## src/common/uart_lin_pkg.sv

```systemverilog
/*
  Register map, field positions, reset values and state types of the
  serial receiver/transmitter with break support and baud generator.
  Assumes a 32-bit Avalon-MM slave with word addresses 0 to 7.
*/
package uart_lin_pkg;
  localparam logic [2:0] ADDR_MODE = 3'h0;
  localparam logic [2:0] ADDR_CTRL = 3'h1;
  localparam logic [2:0] ADDR_ERR = 3'h2;
  localparam logic [2:0] ADDR_RXBUF = 3'h3;
  localparam logic [2:0] ADDR_TXBUF = 3'h4;
  localparam logic [2:0] ADDR_CLKSEL = 3'h5;
  localparam logic [2:0] ADDR_DIV = 3'h6;
  localparam logic [2:0] ADDR_STAT = 3'h7;
  localparam int MODE_POWER = 7;
  localparam int MODE_TXE = 6;
  localparam int MODE_RXE = 5;
  localparam int MODE_PAR_LO = 3;
  localparam int MODE_LEN8 = 2;
  localparam int MODE_STOP2 = 1;
  localparam int MODE_MERGE = 0;
  localparam int CTRL_BRX_FLAG = 7;
  localparam int CTRL_BRX_TRIG = 6;
  localparam int CTRL_BTX_TRIG = 5;
  localparam int CTRL_BLEN_LO = 2;
  localparam int ERR_OVR = 0;
  localparam int ERR_PAR = 1;
  localparam int ERR_FRM = 2;
  localparam int STAT_TX_PEND = 0;
  localparam int STAT_TX_BUSY = 1;
  localparam int STAT_RX_FULL = 2;
  localparam logic [7:0] MODE_RST = 8'h01;
  localparam logic [7:0] RXBUF_RST = 8'hFF;
  localparam logic [7:0] DIV_RST = 8'hFF;
  localparam logic [3:0] CLKSEL_RST = 4'h0;
  localparam logic [1:0] PAR_NONE = 2'h0;
  localparam logic [1:0] PAR_ZERO = 2'h1;
  localparam logic [1:0] PAR_ODD = 2'h2;
  localparam logic [1:0] PAR_EVEN = 2'h3;
  localparam logic [4:0] BRK_RX_MIN = 5'h0B;
  localparam logic [39:0] BRK_MAP_RST =
    {5'h14, 5'h13, 5'h12, 5'h11, 5'h10, 5'h0F, 5'h0E, 5'h0D};
  typedef enum logic [2:0] {RX_IDLE, RX_START, RX_DATA, RX_PAR, RX_STOP, RX_BRK} rx_state_e;
  typedef enum logic [2:0] {TX_IDLE, TX_START, TX_DATA, TX_PAR, TX_STOP, TX_BRK} tx_state_e;
endpackage : uart_lin_pkg

```

## src/design/uart_lin_break_baud_gen.sv

```systemverilog
/*
  Serial receiver/transmitter with noise filter, break send/receive,
  error flags and a prescaler plus one 8-bit divider shared by transmit and receive.
  Assumes one 100 MHz clock clk_sys, an Avalon-MM master with
  waitrequest, and an asynchronous serial_in_pin.
*/
`timescale 1ns/100ps
module uart_lin_break_baud_gen #(
  parameter logic [39:0] BREAK_LEN_MAP = uart_lin_pkg::BRK_MAP_RST
) (
  input wire logic clk_sys,
  input wire logic reset_n,
  input wire logic [2:0] avs_address,
  input wire logic avs_read,
  input wire logic avs_write,
  input wire logic [31:0] avs_writedata,
  input wire logic [3:0] avs_byteenable,
  output logic [31:0] avs_readdata,
  output logic avs_waitrequest,
  input wire logic serial_in_pin,
  output logic serial_out_pin,
  output logic rx_done_irq,
  output logic rx_error_irq,
  output logic tx_done_irq
);
  logic ack_q;
  logic [7:0] mode_q;
  logic [2:0] blen_sel_q;
  logic btx_trig_q, brx_trig_q, brx_flag_q;
  logic [2:0] err_q;
  logic [7:0] rx_buf_q, tx_buf_q, div_q;
  logic rx_full_q, tx_pend_q;
  logic [3:0] clk_sel_q;
  logic [10:0] presc_q;
  logic rx_meta_q, rx_sync_q, rx_samp_q, rx_filt_q, rx_prev_q;
  logic [7:0] rx_cnt_q, tx_cnt_q;
  logic rx_half_q, tx_half_q;
  uart_lin_pkg::rx_state_e rx_state_q;
  uart_lin_pkg::tx_state_e tx_state_q;
  logic [7:0] rx_shift_q, tx_shift_q;
  logic [2:0] rx_bitn_q, tx_bitn_q;
  logic rx_par_q, tx_par_q, tx_stop2_q;
  logic [4:0] rx_low_q, tx_brk_cnt_q;

  // Bus: one wait cycle, read data latched at the edge that ends the wait, effects at the next edge
  wire req = avs_read | avs_write;
  assign avs_waitrequest = req & ~ack_q;
  wire wr_acc = avs_write & ack_q & avs_byteenable[0];
  wire rd_acc = avs_read & ack_q;
  wire [7:0] wd = avs_writedata[7:0];
  wire wr_mode = wr_acc && avs_address == uart_lin_pkg::ADDR_MODE;
  wire wr_ctrl = wr_acc && avs_address == uart_lin_pkg::ADDR_CTRL;
  wire wr_txbuf = wr_acc && avs_address == uart_lin_pkg::ADDR_TXBUF;
  wire wr_clksel = wr_acc && avs_address == uart_lin_pkg::ADDR_CLKSEL;
  wire wr_div = wr_acc && avs_address == uart_lin_pkg::ADDR_DIV;
  wire rd_err = rd_acc && avs_address == uart_lin_pkg::ADDR_ERR;
  wire rd_rxbuf = rd_acc && avs_address == uart_lin_pkg::ADDR_RXBUF;

  wire power = mode_q[uart_lin_pkg::MODE_POWER];
  wire [1:0] par_mode = mode_q[uart_lin_pkg::MODE_PAR_LO +: 2];
  wire len8 = mode_q[uart_lin_pkg::MODE_LEN8];
  wire merge = mode_q[uart_lin_pkg::MODE_MERGE];
  wire tx_run = power & mode_q[uart_lin_pkg::MODE_TXE];
  wire rx_run = power & mode_q[uart_lin_pkg::MODE_RXE];
  wire [2:0] last_bit = len8 ? 3'h7 : 3'h6;

  wire [7:0] ctrl_rd = {brx_flag_q, brx_trig_q, btx_trig_q, blen_sel_q, 2'h0};
  wire [7:0] stat_rd = {5'h00, rx_full_q, tx_state_q != uart_lin_pkg::TX_IDLE, tx_pend_q};
  wire [7:0] rd_mux =
    avs_address == uart_lin_pkg::ADDR_MODE ? mode_q :
    avs_address == uart_lin_pkg::ADDR_CTRL ? ctrl_rd :
    avs_address == uart_lin_pkg::ADDR_ERR ? {5'h00, err_q} :
    avs_address == uart_lin_pkg::ADDR_RXBUF ? rx_buf_q :
    avs_address == uart_lin_pkg::ADDR_CLKSEL ? {4'h0, clk_sel_q} :
    avs_address == uart_lin_pkg::ADDR_DIV ? div_q :
    avs_address == uart_lin_pkg::ADDR_STAT ? stat_rd : 8'h00;

  always_ff @(posedge clk_sys or negedge reset_n) begin
    if (!reset_n) begin
      ack_q <= 1'b0;
      avs_readdata <= 32'h0000_0000;
    end else begin
      ack_q <= req & ~ack_q;
      if (req & ~ack_q) begin
        avs_readdata <= {24'h00_0000, rd_mux};
      end
    end
  end

  wire [11:0] sel_one = 12'h001 << clk_sel_q;
  wire [10:0] presc_mask = 11'(sel_one - 12'h001);
  wire base_tick = power && ((presc_q & presc_mask) == presc_mask);

  always_ff @(posedge clk_sys or negedge reset_n) begin
    if (!reset_n) begin
      presc_q <= 11'h000;
    end else begin
      presc_q <= power ? presc_q + 11'h001 : 11'h000;
    end
  end

  // Pin synchroniser, then match filter on base ticks
  always_ff @(posedge clk_sys or negedge reset_n) begin
    if (!reset_n) begin
      rx_meta_q <= 1'b1;
      rx_sync_q <= 1'b1;
      rx_samp_q <= 1'b1;
      rx_filt_q <= 1'b1;
      rx_prev_q <= 1'b1;
    end else begin
      rx_meta_q <= serial_in_pin;
      rx_sync_q <= rx_meta_q;
      if (base_tick) begin
        rx_samp_q <= rx_sync_q;
        rx_prev_q <= rx_filt_q;
        if (rx_samp_q == rx_sync_q) begin
          rx_filt_q <= rx_sync_q;
        end
      end
    end
  end

  wire rx_wrap = base_tick && rx_cnt_q == div_q - 8'h01;
  wire tx_wrap = base_tick && tx_cnt_q == div_q - 8'h01;
  wire rx_sample = rx_wrap & ~rx_half_q;
  wire tx_bit_end = tx_wrap & tx_half_q;
  wire rx_idle = rx_state_q == uart_lin_pkg::RX_IDLE;
  wire rx_fall = base_tick & rx_prev_q & ~rx_filt_q;

  wire rx_stop_evt = rx_sample && rx_state_q == uart_lin_pkg::RX_STOP;
  wire par_bad = (par_mode == uart_lin_pkg::PAR_ODD & ~rx_par_q) |
                 (par_mode == uart_lin_pkg::PAR_EVEN & rx_par_q);
  wire [2:0] rx_errs = {~rx_filt_q, par_bad, rx_full_q};
  wire rx_any_err = |rx_errs;
  wire [7:0] rx_data = len8 ? rx_shift_q : {1'b0, rx_shift_q[7:1]};
  wire brk_evt = rx_sample && rx_state_q == uart_lin_pkg::RX_BRK && rx_filt_q;
  wire brk_ok = brk_evt && rx_low_q >= uart_lin_pkg::BRK_RX_MIN;

  always_ff @(posedge clk_sys or negedge reset_n) begin
    if (!reset_n) begin
      rx_cnt_q <= 8'h00;
      rx_half_q <= 1'b0;
    end else if (!rx_run || rx_idle) begin
      rx_cnt_q <= 8'h00;
      rx_half_q <= 1'b0;
    end else if (base_tick) begin
      rx_cnt_q <= rx_wrap ? 8'h00 : rx_cnt_q + 8'h01;
      rx_half_q <= rx_half_q ^ rx_wrap;
    end
  end

  always_ff @(posedge clk_sys or negedge reset_n) begin
    if (!reset_n) begin
      rx_state_q <= uart_lin_pkg::RX_IDLE;
      rx_shift_q <= 8'h00;
      rx_bitn_q <= 3'h0;
      rx_par_q <= 1'b0;
      rx_low_q <= 5'h00;
    end else if (!rx_run) begin
      rx_state_q <= uart_lin_pkg::RX_IDLE;
    end else begin
      unique case (rx_state_q)
        uart_lin_pkg::RX_IDLE: begin
          if (rx_fall) begin
            rx_state_q <= uart_lin_pkg::RX_START;
          end
        end
        uart_lin_pkg::RX_START: begin
          if (rx_sample) begin
            rx_bitn_q <= 3'h0;
            rx_par_q <= 1'b0;
            rx_low_q <= 5'h01;
            if (rx_filt_q) begin
              rx_state_q <= uart_lin_pkg::RX_IDLE;
            end else begin
              rx_state_q <= brx_trig_q ? uart_lin_pkg::RX_BRK : uart_lin_pkg::RX_DATA;
            end
          end
        end
        uart_lin_pkg::RX_DATA: begin
          if (rx_sample) begin
            rx_shift_q <= {rx_filt_q, rx_shift_q[7:1]};
            rx_par_q <= rx_par_q ^ rx_filt_q;
            rx_bitn_q <= rx_bitn_q + 3'h1;
            if (rx_bitn_q == last_bit) begin
              rx_state_q <= par_mode == uart_lin_pkg::PAR_NONE ?
                            uart_lin_pkg::RX_STOP : uart_lin_pkg::RX_PAR;
            end
          end
        end
        uart_lin_pkg::RX_PAR: begin
          if (rx_sample) begin
            rx_par_q <= rx_par_q ^ rx_filt_q;
            rx_state_q <= uart_lin_pkg::RX_STOP;
          end
        end
        uart_lin_pkg::RX_STOP: begin
          if (rx_sample) begin
            rx_state_q <= uart_lin_pkg::RX_IDLE;
          end
        end
        uart_lin_pkg::RX_BRK: begin
          if (rx_sample) begin
            if (rx_filt_q) begin
              rx_state_q <= uart_lin_pkg::RX_IDLE;
            end else if (rx_low_q != 5'h1F) begin
              rx_low_q <= rx_low_q + 5'h01;
            end
          end
        end
      endcase
    end
  end

  // Transmit side
  wire tx_idle = tx_state_q == uart_lin_pkg::TX_IDLE;
  wire tx_frame_end = tx_state_q == uart_lin_pkg::TX_STOP && tx_bit_end && !tx_stop2_q;
  wire [5:0] blen_idx = 6'({3'h0, blen_sel_q} * 6'h05);
  wire [4:0] brk_len = BREAK_LEN_MAP[blen_idx +: 5];
  wire tx_brk_end = tx_state_q == uart_lin_pkg::TX_BRK && tx_bit_end &&
                    tx_brk_cnt_q == brk_len - 5'h01;
  wire tx_load = tx_run & tx_pend_q & (tx_idle | tx_frame_end);
  wire tx_brk_go = tx_run & tx_idle & btx_trig_q & ~tx_pend_q;
  wire par_bit = par_mode == uart_lin_pkg::PAR_ODD ? ~tx_par_q :
                 par_mode == uart_lin_pkg::PAR_EVEN ? tx_par_q : 1'b0;
  wire tx_line =
    tx_state_q == uart_lin_pkg::TX_DATA ? tx_shift_q[0] :
    tx_state_q == uart_lin_pkg::TX_PAR ? par_bit :
    (tx_state_q == uart_lin_pkg::TX_START || tx_state_q == uart_lin_pkg::TX_BRK) ? 1'b0 : 1'b1;

  always_ff @(posedge clk_sys or negedge reset_n) begin
    if (!reset_n) begin
      tx_cnt_q <= 8'h00;
      tx_half_q <= 1'b0;
    end else if (!tx_run || tx_load || tx_brk_go) begin
      tx_cnt_q <= 8'h00;
      tx_half_q <= 1'b0;
    end else if (base_tick) begin
      tx_cnt_q <= tx_wrap ? 8'h00 : tx_cnt_q + 8'h01;
      tx_half_q <= tx_half_q ^ tx_wrap;
    end
  end

  always_ff @(posedge clk_sys or negedge reset_n) begin
    if (!reset_n) begin
      tx_state_q <= uart_lin_pkg::TX_IDLE;
      tx_shift_q <= 8'h00;
      tx_bitn_q <= 3'h0;
      tx_par_q <= 1'b0;
      tx_stop2_q <= 1'b0;
      tx_brk_cnt_q <= 5'h00;
    end else if (!tx_run) begin
      tx_state_q <= uart_lin_pkg::TX_IDLE;
    end else if (tx_load) begin
      tx_state_q <= uart_lin_pkg::TX_START;
      tx_shift_q <= tx_buf_q;
    end else begin
      unique case (tx_state_q)
        uart_lin_pkg::TX_IDLE: begin
          if (tx_brk_go) begin
            tx_brk_cnt_q <= 5'h00;
            tx_state_q <= uart_lin_pkg::TX_BRK;
          end
        end
        uart_lin_pkg::TX_START: begin
          if (tx_bit_end) begin
            tx_bitn_q <= 3'h0;
            tx_par_q <= 1'b0;
            tx_state_q <= uart_lin_pkg::TX_DATA;
          end
        end
        uart_lin_pkg::TX_DATA: begin
          if (tx_bit_end) begin
            tx_shift_q <= {1'b1, tx_shift_q[7:1]};
            tx_par_q <= tx_par_q ^ tx_shift_q[0];
            tx_bitn_q <= tx_bitn_q + 3'h1;
            tx_stop2_q <= mode_q[uart_lin_pkg::MODE_STOP2];
            if (tx_bitn_q == last_bit) begin
              tx_state_q <= par_mode == uart_lin_pkg::PAR_NONE ?
                            uart_lin_pkg::TX_STOP : uart_lin_pkg::TX_PAR;
            end
          end
        end
        uart_lin_pkg::TX_PAR: begin
          if (tx_bit_end) begin
            tx_state_q <= uart_lin_pkg::TX_STOP;
          end
        end
        uart_lin_pkg::TX_STOP: begin
          if (tx_bit_end) begin
            tx_stop2_q <= 1'b0;
            if (!tx_stop2_q) begin
              tx_state_q <= uart_lin_pkg::TX_IDLE;
            end
          end
        end
        uart_lin_pkg::TX_BRK: begin
          if (tx_bit_end) begin
            tx_brk_cnt_q <= tx_brk_cnt_q + 5'h01;
            if (tx_brk_end) begin
              tx_state_q <= uart_lin_pkg::TX_IDLE;
            end
          end
        end
      endcase
    end
  end

  // Registers, flags and interrupt pulses
  always_ff @(posedge clk_sys or negedge reset_n) begin
    if (!reset_n) begin
      mode_q <= uart_lin_pkg::MODE_RST;
      blen_sel_q <= 3'h0;
      btx_trig_q <= 1'b0;
      brx_trig_q <= 1'b0;
      brx_flag_q <= 1'b0;
      err_q <= 3'h0;
      rx_buf_q <= uart_lin_pkg::RXBUF_RST;
      rx_full_q <= 1'b0;
      tx_buf_q <= 8'h00;
      tx_pend_q <= 1'b0;
      clk_sel_q <= uart_lin_pkg::CLKSEL_RST;
      div_q <= uart_lin_pkg::DIV_RST;
      serial_out_pin <= 1'b1;
      rx_done_irq <= 1'b0;
      rx_error_irq <= 1'b0;
      tx_done_irq <= 1'b0;
    end else begin
      if (wr_mode) mode_q <= wd;
      if (wr_clksel) clk_sel_q <= wd[3:0];
      if (wr_div) div_q <= wd;
      if (wr_txbuf) tx_buf_q <= wd;
      tx_pend_q <= tx_run & ((tx_pend_q & ~tx_load) | wr_txbuf);
      if (wr_ctrl) blen_sel_q <= wd[uart_lin_pkg::CTRL_BLEN_LO +: 3];
      btx_trig_q <= wr_ctrl ? wd[uart_lin_pkg::CTRL_BTX_TRIG] : btx_trig_q & ~tx_brk_end;
      brx_trig_q <= wr_ctrl ? wd[uart_lin_pkg::CTRL_BRX_TRIG] : brx_trig_q & ~brk_ok;
      // Clear wins: the state still shows break on the ending edge
      brx_flag_q <= (brx_flag_q | (rx_state_q == uart_lin_pkg::RX_BRK)) & ~brk_ok;
      err_q <= (rd_err ? 3'h0 : err_q) | (rx_stop_evt ? rx_errs : 3'h0);
      if (rx_stop_evt && !rx_full_q) rx_buf_q <= rx_data;
      rx_full_q <= (rx_full_q & ~rd_rxbuf) | rx_stop_evt;
      serial_out_pin <= tx_line;
      rx_done_irq <= (rx_stop_evt & (~rx_any_err | merge)) | brk_ok;
      rx_error_irq <= rx_stop_evt & rx_any_err & ~merge;
      tx_done_irq <= tx_frame_end | tx_brk_end;
    end
  end
endmodule : uart_lin_break_baud_gen

```

## config.mk

```make
export PLATFORM = sky130hd
export DESIGN_NAME = uart_lin_break_baud_gen
export DESIGN_NICKNAME = d
export VERILOG_FILES = /design/src/common/uart_lin_pkg.sv /design/src/design/uart_lin_break_baud_gen.sv
export SDC_FILE = /design/constraint.sdc
export NUM_CORES = 1
export LEC_CHECK = 0
export BUFFER_PORTS_ARGS = -buffer_cell sky130_fd_sc_hd__buf_4
export CAP_MARGIN = 20
export CORE_MARGIN = 5
export CORE_UTILIZATION = 54
export CTS_CLUSTER_DIAMETER = 100
export DETAILED_ROUTE_END_ITERATION = 12
export PLACE_DENSITY = 0.77
export SLEW_MARGIN = 30
export SYNTH_ARGS = -nofsm -noshare
export SYNTH_HDL_FRONTEND = slang
export SYNTH_SLANG_ARGS = --single-unit
```

## constraint.sdc

```tcl
create_clock -name clk_sys -period 4.5 [get_ports clk_sys]
set_input_delay 0.45 -clock clk_sys [delete_from_list [all_inputs] [get_ports clk_sys]]
set_output_delay 0.45 -clock clk_sys [all_outputs]
set_load 0.01 [all_outputs]
```

# Word level (Yosys, flattened, before mapping)
# Index checks and enable logic that the tools add are counted.
# word_totals
in_bits	44
output_inout_bits	37
register_bits	135
elab_cells	294
# op_classes
order_cmp	1
n_eq_ne	55
n_mul	1
add_sub_neg	10
n_mux	78
n_reduce_logical	55
n_shift	2
bitwise_logic	53
# ops
operator	n
two-way mux 8 bit	16
two-way mux 3 bit	29
indexed part select 40 x 7 -> 5 bit (first input constant)	1
one-hot mux 3 bit (6 select lines)	2
two-way mux 5 bit	6
!= test 4 bit (second input constant)	7
AND 1 bit	26
== test 3 bit (second input constant)	8
!= test 3 bit (second input constant)	7
one-hot mux 5 bit (2 select lines)	2
nonzero test 2 bit	10
logical AND 1 bit	19
== test 3 x 2 -> 1 bit (second input constant)	6
!= test 2 bit (second input constant)	9
two-way mux 1 bit	17
adder 8 x 1 -> 8 bit (second input constant)	2
== test 8 bit	2
AND reduction 5 bit	3
inverter 1 bit	12
one-hot mux 3 bit (2 select lines)	2
adder 11 x 1 -> 11 bit (second input constant)	1
AND 11 bit	1
== test 11 bit	1
two-way mux 11 bit	1
other kinds (35)	65

# Logic depth before layout (Yosys ltp)
# Gate-level depths: netlist (run 1).
# depth
word_depth	15
depth_mapped	18
mapped_depth_nobuf	14

# Least setup slack after synthesis (run 1)
# Ideal clock, no wire load.
# synth_timing
path_type	register -> register
from	reg clk_sel_q[3]
to	reg tx_shift_q[1]
required_ns	4.382
t_arrival_ns	4.402
setup_time_ns	0.118
synth_period_minus_slack_ns	4.520
path_stages_with_launch	17
path_slack_ns	-0.020
path_buffers	2
cell_sequence	dfrtp_1 clkbuf_1 or4b_2 ha_1 and3b_1 a221oi_1 o2111ai_2 or2_1 buf_2 nor3_1 ha_1 inv_1 nor4_2 nand2_1 nor2_2 nor2_1 a21o_1
# synth_between
elab_chain_cells	13
word_cells_on_any_way	15
cone_classes	add/sub: 1; eq/ne: 1; shift: 1; mux: 1; bitwise: 4; reduce/logical: 7
# synth_rtl
element	line	text
from (decl)	uart_lin_break_baud_gen.sv:33	logic [3:0] clk_sel_q;
from (signal assigned)	uart_lin_break_baud_gen.sv:322	clk_sel_q <= uart_lin_pkg::CLKSEL_RST;
from (signal assigned)	uart_lin_break_baud_gen.sv:330	if (wr_clksel) clk_sel_q <= wd[3:0];
<< shifter 1 x 4 -> 11 bit *	uart_lin_break_baud_gen.sv:90	wire [11:0] sel_one = 12'h001 << clk_sel_q;
subtractor 11 x 1 -> 11 bit *	uart_lin_break_baud_gen.sv:91	wire [10:0] presc_mask = 11'(sel_one - 12'h001);
AND 11 bit	uart_lin_break_baud_gen.sv:92	wire base_tick = power && ((presc_q & presc_mask) == presc_mask);
== test 11 bit *	uart_lin_break_baud_gen.sv:92	
logical AND 1 bit *	uart_lin_break_baud_gen.sv:92	
logical AND 1 bit *	uart_lin_break_baud_gen.sv:124	wire tx_wrap = base_tick && tx_cnt_q == div_q - 8'h01;
AND 1 bit *	uart_lin_break_baud_gen.sv:126	wire tx_bit_end = tx_wrap & tx_half_q;
logical AND 1 bit (2 in series)	uart_lin_break_baud_gen.sv:217	wire tx_frame_end = tx_state_q == uart_lin_pkg::TX_STOP && tx_bit_end && !tx_stop2_q;
OR 1 bit	uart_lin_break_baud_gen.sv:222	wire tx_load = tx_run & tx_pend_q & (tx_idle | tx_frame_end);
AND 1 bit	uart_lin_break_baud_gen.sv:222	
nonzero test 2 bit (no source line)	-	
AND reduction 3 bit (no source line)	-	
to (signal assigned)	uart_lin_break_baud_gen.sv:256	tx_shift_q <= tx_buf_q;
to (signal assigned)	uart_lin_break_baud_gen.sv:274	tx_shift_q <= {1'b1, tx_shift_q[7:1]};
to (decl)	uart_lin_break_baud_gen.sv:40	logic [7:0] rx_shift_q, tx_shift_q;
# Every way passes the cells marked *; elsewhere a longest branch is shown, timed or not.
# A chain may end at the register's enable or synchronous reset.

# Final worst setup path (run 1)
# layout_timing
from	reg clk_sel_q[3]
to	reg tx_cnt_q[2]
# layout_between
elab_chain_cells	14
word_cells_on_any_way	17
cone_classes	add/sub: 1; eq/ne: 1; shift: 1; mux: 3; bitwise: 4; reduce/logical: 7
# layout_rtl
element	line	text
<< shifter 1 x 4 -> 11 bit *	uart_lin_break_baud_gen.sv:90	
subtractor 11 x 1 -> 11 bit *	uart_lin_break_baud_gen.sv:91	
AND 11 bit	uart_lin_break_baud_gen.sv:92	
== test 11 bit *	uart_lin_break_baud_gen.sv:92	
logical AND 1 bit *	uart_lin_break_baud_gen.sv:92	
logical AND 1 bit	uart_lin_break_baud_gen.sv:124	
AND 1 bit	uart_lin_break_baud_gen.sv:126	
logical AND 1 bit (2 in series)	uart_lin_break_baud_gen.sv:217	
OR 1 bit	uart_lin_break_baud_gen.sv:222	
AND 1 bit	uart_lin_break_baud_gen.sv:222	
logical OR 1 bit (2 in series)	uart_lin_break_baud_gen.sv:235	end else if (!tx_run || tx_load || tx_brk_go) begin
two-way mux 8 bit or nonzero test 2 bit (tied branches)	-	
to (signal assigned)	uart_lin_break_baud_gen.sv:239	tx_cnt_q <= tx_wrap ? 8'h00 : tx_cnt_q + 8'h01;
to (decl)	uart_lin_break_baud_gen.sv:36	logic [7:0] rx_cnt_q, tx_cnt_q;
# Every way passes the cells marked *; elsewhere a longest branch is shown, timed or not. The select of a mux whose other input is x is not followed.

==> impl_metrics.py, run 1 <==
metrics = {
    "floorplan": {
        "ios": 81,
        "die_w_um": 131,
        "dieArea_mm2": 0.0171,
        "core_mm2": 0.0144,
        "fp.dieH_um": 131,
        "std_cell_rows": 44,
        "start_util_pct": 54.8,
    },
    "final_layout": {
        "syn_to_final_growth_pct": 12.0,
        "nets": 911,
        "final_cell_area_mm2": 0.00885,
        "final_common_cell": "dfrtp_1",
        "layout_common_cells": "dfrtp_1, nand2_1, o21ai_0",
        "antenna_cells": 0,
        "layout-drive-gt1-share_pct": 19.8,
    },
    "critical_path": {
        "startpoint_type": "flip-flop",
        "worstPathArrival_ns": 4.57,
        "setup.worst_path.end_class": "flip-flop",
        "crit_fanout": 12,
        "critical_path_class": "reg2reg",
        "critical_path_required_ns": 4.78,
    },
    "clock_network": {
        "ctsRootBufferMaster": "clkbuf_16",
        "insertion_delay_ns": 0.42,
        "clk_pin_slew_worst_paths_ns": 0.06,
        "cts_tree": "yes",
        "cts_buffer_depth": 2,
        "htreeDepth": 4,
        "cts_buffers": 17,
        "cts_sinks": 135,
    },
    "logic_synthesis": {
        "ys_ff_latch": 135,
        "synth_compound_area_share_pct": 16.8,
        "synth_fa_ha_area_share_pct": 2.69,
        "synth_top_area_share_pct": 35.5,
        "ys_seq_area_share_pct": 43.1,
        "async_flop_share_pct": 100,
        "synth-simple-area-share_pct": 18.5,
        "synth_edf_count": 0,
        "muxShareOfSynthArea_pct": 7.84,
        "ys_types": 83,
        "synthXorXnorAreaFrac_pct": 4.85,
        "synth_area_mm2": 0.00790,
        "post_synth.cell_area_avg_um2": 9.52,
        "yosys.area.top_type": "dfrtp_1",
        "synth_top_family_by_area": "simple AND/OR/NAND/NOR gates",
        "ys_top_cells_by_area": "dfrtp_1, dfstp_2, mux2_2",
        "ys_warn_count": 0,
        "synth_flop_cell": "dfrtp_1",
        "netlist_instances": 830,
    },
    "global_routing": {
        "grt_busiest_layer": "met2",
        "use_met3_pct": 4.35,
        "gr-usage-met2_pct": 34.4,
        "grtUsageTotal_pct": 22.3,
        "antenna_found_initial": 0,
        "grt_max_degree": 100,
        "overflow": 0,
        "grt_pass1_wl_mm": 30.3,
        "use_met1_pct": 31.3,
        "grt_pass1_vias": 6045,
    },
    "routing": {
        "routedWlPerCell_um": 17.2,
        "drc_errors": 0,
        "drt-vias-per-instance": 5.92,
        "first_pass_iters": 5,
        "ant_nets": 0,
        "drt_wl_total_mm": 18.0,
        "num_vias": 6199,
        "drt_iter0_markers": 455,
    },
    "sta": {
        "setup_viol": 0,
        "period_needed_ns": 4.29,
        "finClkSkew_ns": 0.00914,
        "tightest_slew_ns": 0.840,
        "slew_headroom_pct": 44.0,
        "clock.fmax_ghz": 0.233,
        "finalHoldViolCount": 0,
        "whs_ns": 0.0829,
        "slew_viol_final": 0,
        "layout_setup_ws_ns": 0.210,
        "post-route-period-util_pct": 95.3,
        "fin_setup_tns_ns": 0,
    },
    "pwr": {
        "power.total_uw": 3660,
        "peakVddDrop_mv": 0.318,
        "total_leakage_power_uw": 0.00383,
        "power_density_mw_per_mm2": 413,
    },
    "flow_run": {
        "drv_cap": 0,
    },
    "place": {
        "hpwl_mm": 12.6,
        "placed_cell_area_mm2": 0.00819,
        "place_ws_ns": 0.162,
        "io_buffers": 29,
        "gp_congestion": 0.917,
    },
    "worst_hold_path": {
        "worstHoldPathType": "in2async",
    },
    "status": {
        "status": "complete, no violations",
    },
}
-- synth_stat cells (all sizes together), types with 13 or more instances --
cell type and instances:
a21oi 38, and2 13, dfrtp 112, nor3 19
xor2 19, mux2 37, nor2 46, o21ai 71
ha 17, dfstp 23, xnor2 22, nand2 81
nand3 43, buf 37, inv 26, mux2i 18
clkbuf 34
-- power by group --
part	total [uW]	switching, uW	internal [uW]
sequential	1480	141	1340
combinational	737	410	327
clock	1440	547	892
total	3660	1100	2560
-- layout make-up --
cell class                      count  area, um^2
Fill cell                        1168        5580
Multi-Input combinational cell    620        4120
Sequential cell                   135        3410
Clock buffer                       19         443
Timing Repair Buffer               49         374
Tap cell                          184         230
Clock inverter                     13         171
Inverter                           27         101
-- path summary, 6_finish.rpt --
kind | from | end | slack [ns] | depth (start not counted)
max in group asynchronous | reset_n | div_q[7] | 3.35 | 2
hold reg to reg | rx_meta_q | rx_sync_q | 0.35 | 0
hold / removal | reset_n | tx_bitn_q[0] | 0.08 | 1
min in group clk_sys | serial_in_pin | rx_meta_q | 0.14 | 1
setup / recovery | clk_sel_q[3] | tx_cnt_q[2] | 0.21 | 14
setup reg to reg | clk_sel_q[3] | tx_cnt_q[2] | 0.21 | 14
-- metal layers --
layer / wire [um] / vias to the layer above
met1: 8220 / 3040
met2: 8390 / 163
met4: 444 / 0
li1: - / 2972
met3: 975 / 24
met5: 0 / -
-- critical path, stage by stage (launching register included) --
cell and delay (ns):
dfrtp_1 0.45, or4b_2 0.70, ha_1 0.29, and3b_1 0.21
a221oi_1 0.30, o2111ai_2 0.23, or2_4 0.31, nor3_1 0.20
ha_1 0.26, nand2b_1 0.09, a21bo_2 0.26, and3_1 0.33
and3_1 0.26, o211ai_1 0.09, o311ai_0 0.15
-- repair_timing --
item / 4_1_cts / 5_1_grt
gates resized for setup: 0 / 6
setup endpoints to repair: 0 / 23
setup buffers: 0 / 2
hold buffers: 0 / 0
-- sequential cells by signal (all words and copies together) (netlist names), 3 cells and up --
signal	flops
rx_state_q	3
mode_q	8
div_q	8
clk_sel_q	4
tx_cnt_q	8
rx_low_q	5
presc_q	11
tx_brk_cnt_q	5
err_q	3
tx_shift_q	8
tx_state_q	3
rx_buf_q	8
rx_bitn_q	3
avs_readdata	8
blen_sel_q	3
tx_buf_q	8
tx_bitn_q	3
rx_cnt_q	8
rx_shift_q	8
-- kinds of logic after synthesis --
logic type | after synthesis
mux | 56
buf+inv | 98
fa+ha+maj | 17
compound gates | 198
simple gates | 283
xor+xnor | 42
other cells | 1
flops | 135
-- through the flow --
step / utilization, % / instances
6_report: 61.3 / 1047
4_1_cts: 61.1 / 1045
5_1_grt: 61.3 / 1047
2_1_floorplan: - / 853
3_3_place_gp: 56.8 / 1013
3_5_place_dp: 56.8 / 1013
Note: power is estimated with default switching activity, not from simulation.
==> run 2, diff against run 1 <==
--- a/config.mk
+++ b/config.mk
@@ -7,9 +7,10 @@
 export LEC_CHECK = 0
 export BUFFER_PORTS_ARGS = -buffer_cell sky130_fd_sc_hd__buf_4
 export CAP_MARGIN = 20
-export CORE_MARGIN = 5
+export CORE_MARGIN = 2
 export CORE_UTILIZATION = 54
 export CTS_CLUSTER_DIAMETER = 100
+export CTS_CLUSTER_SIZE = 8
 export DETAILED_ROUTE_END_ITERATION = 12
 export PLACE_DENSITY = 0.77
 export SLEW_MARGIN = 30
==> impl_metrics.py, run 2 (synthesized netlist as in run 1, its figures left out) <==
metrics = {
    "clock_network": {
        "insertion_delay_ns": 0.43,
        "cts_buffer_depth": 2,
        "ctsRootBufferMaster": "clkbuf_16",
        "cts_tree": "yes",
        "cts_buffers": 17,
        "htreeDepth": 4,
        "cts_sinks": 135,
        "clk_pin_slew_worst_paths_ns": 0.06,
    },
    "pwr": {
        "peakVddDrop_mv": 0.349,
        "power_density_mw_per_mm2": 419,
        "p_seq_share_pct": 39.9,
        "sw_frac_of_total_pct": 29.2,
        "switching_power_uw": 1080,
        "clkPwrFrac_pct": 40.4,
        "internal_power_uw": 2620,
        "total_leakage_power_uw": 0.00384,
        "p_comb_share_pct": 19.7,
    },
    "routing": {
        "routedWlPerCell_um": 17.2,
        "drc_errors": 0,
        "topRoutingLayerUsed": "met4",
        "drt-vias-per-instance": 5.91,
        "m1WireLength_mm": 8.24,
        "drt_iter0_markers": 481,
        "drt_wl_total_mm": 18.1,
        "first_pass_iters": 5,
        "ant_nets": 0,
        "dr_wl_met3_mm": 1.09,
        "num_vias": 6191,
        "wl_met2_mm": 8.30,
    },
    "sta": {
        "period_needed_ns": 4.25,
        "tightest_slew_ns": 0.806,
        "setup_viol": 0,
        "finClkSkew_ns": 0.0106,
        "fin_setup_tns_ns": 0,
        "slew_viol_final": 0,
        "finalHoldViolCount": 0,
        "post-route-period-util_pct": 94.4,
        "clock.fmax_ghz": 0.235,
        "grt_setup_unrepaired": "no",
        "slew_headroom_pct": 46.3,
    },
    "final_layout": {
        "layout_common_cells": "dfrtp_1, nand2_1, o21ai_0",
        "layout-drive-gt1-share_pct": 19.2,
        "fin_util_pct": 61.3,
        "final_cell_area_mm2": 0.00885,
        "largest_register_ffs": 11,
        "top_register": "presc_q",
        "syn_to_final_growth_pct": 12.0,
        "nets": 911,
        "final_common_cell": "dfrtp_1",
        "antenna_cells": 0,
    },
    "critical_path": {
        "worstPathArrival_ns": 4.57,
        "critical_path_class": "reg2reg",
        "critPathMaxStageDelay_ns": 0.65,
        "reg2reg_slack_ns": 0.25,
        "r2r_start": "clk_sel_q[1]",
        "startpoint_type": "flip-flop",
        "worstRegToRegCells": 14,
        "crit_fanout": 7,
        "critical_path_required_ns": 4.82,
        "regToRegEndpoint": "tx_shift_q[1]",
        "setup.worst_path.end_class": "flip-flop",
        "slowest_stage": "or4b_2",
        "crit_chain": "or4b_2 -> ha_1 -> and3b_1 -> a221oi_1 -> o2111ai_2 -> or2_1 -> nor3_1 -> ha_2 -> inv_1 -> nor4_2 -> nand2_1 -> nor2_4 -> nor2_1 -> a21o_1",
    },
    "floorplan": {
        "start_util_pct": 54.8,
        "dieArea_mm2": 0.0156,
        "ios": 81,
        "die_w_um": 125,
        "fp.dieH_um": 125,
        "core_mm2": 0.0144,
        "std_cell_rows": 44,
    },
    "place": {
        "placed_cell_area_mm2": 0.00819,
        "io_buffers": 29,
        "hpwl_mm": 12.4,
        "gp_congestion": 0.924,
    },
    "flow_run": {
        "drv_cap": 0,
    },
    "status": {
        "status": "complete, no violations",
    },
    "global_routing": {
        "grt_max_degree": 100,
        "grtUsageTotal_pct": 23.9,
        "antenna_found_initial": 0,
        "grt_pass1_wl_mm": 29.9,
        "grt_pass1_vias": 5796,
        "overflow": 0,
    },
    "worst_hold_path": {
        "worstHoldPathType": "in2async",
    },
}
[run 2: worst max-delay path by stage]
| stage | cells past startpoint | slack (ns) | to | from |
|---|---|---|---|---|
| floorplan | 16 | 0.07 | tx_shift_q[1] | clk_sel_q[3] |
| global placement | 14 | 0.31 | tx_shift_q[6] | clk_sel_q[1] |
| detailed placement | 14 | 0.20 | tx_shift_q[1] | clk_sel_q[1] |
| CTS | 14 | 0.18 | tx_shift_q[4] | clk_sel_q[1] |
| global route | 14 | 0.05 | tx_shift_q[1] | clk_sel_q[1] |
| finish | 14 | 0.25 | tx_shift_q[1] | clk_sel_q[1] |
[run 2: power groups by stage]
| stage | Combinational (uW) | Sequential (uW) | Clock (uW) |
|---|---|---|---|
| final | 732 | 1480 | 1500 |
| after global routing | 807 | 1500 | 1570 |
| after CTS | 729 | 1480 | 1520 |
| after detailed placement | 724 | 1500 | 0 |
| after global placement | 710 | 1490 | 0 |
| after floorplan | 589 | 1420 | 0 |
[run 2: critical path, delay by kind of cell, from the launching register on]
family / cells / cell delay [ns]
flip-flops: 1 / 0.41
AND/OR/NAND/NOR: 8 / 2.28
adder cells (fa/ha/maj): 2 / 0.55
buffers and inverters: 1 / 0.13
AO/OA/AOI/OAI: 3 / 0.75
[run 2: through the flow]
step	total power [uW]	cells	setup WS (ns)	hold WS (ns)
finish	3710	1047	0.252	0.101
global route	3870	1047	0.0527	0.112
CTS	3720	1044	0.181	0.114
detailed placement	2220	1012	0.197	0.349
global placement	2200	1012	0.307	0.347
floorplan	2010	853	0.0665	0.154
[run 2: what timing repair did]
action                                  in CTS  in global routing
hold buffers                                 0                  0
endpoints found under the setup margin       0                  6
buffers inserted                             0                  3
gates resized for setup                      0                  2
[run 2: layout make-up]
| type | count | area [um^2] |
|---|---|---|
| multi-input cells | 620 | 4100 |
| flip-flops and latches | 135 | 3410 |
| clock inverters | 11 | 171 |
| inverters | 27 | 101 |
| repair buffers | 49 | 374 |
| fillers | 1202 | 5580 |
| well taps | 184 | 230 |
| clock buffers | 21 | 460 |
[run 2: layer usage]
metal	vias to the layer above	global-route usage [%]
li1	2973	-
met1	2994	33.6
met2	196	35.8
met3	28	5.82
met4	0	10.0
met5	-	0
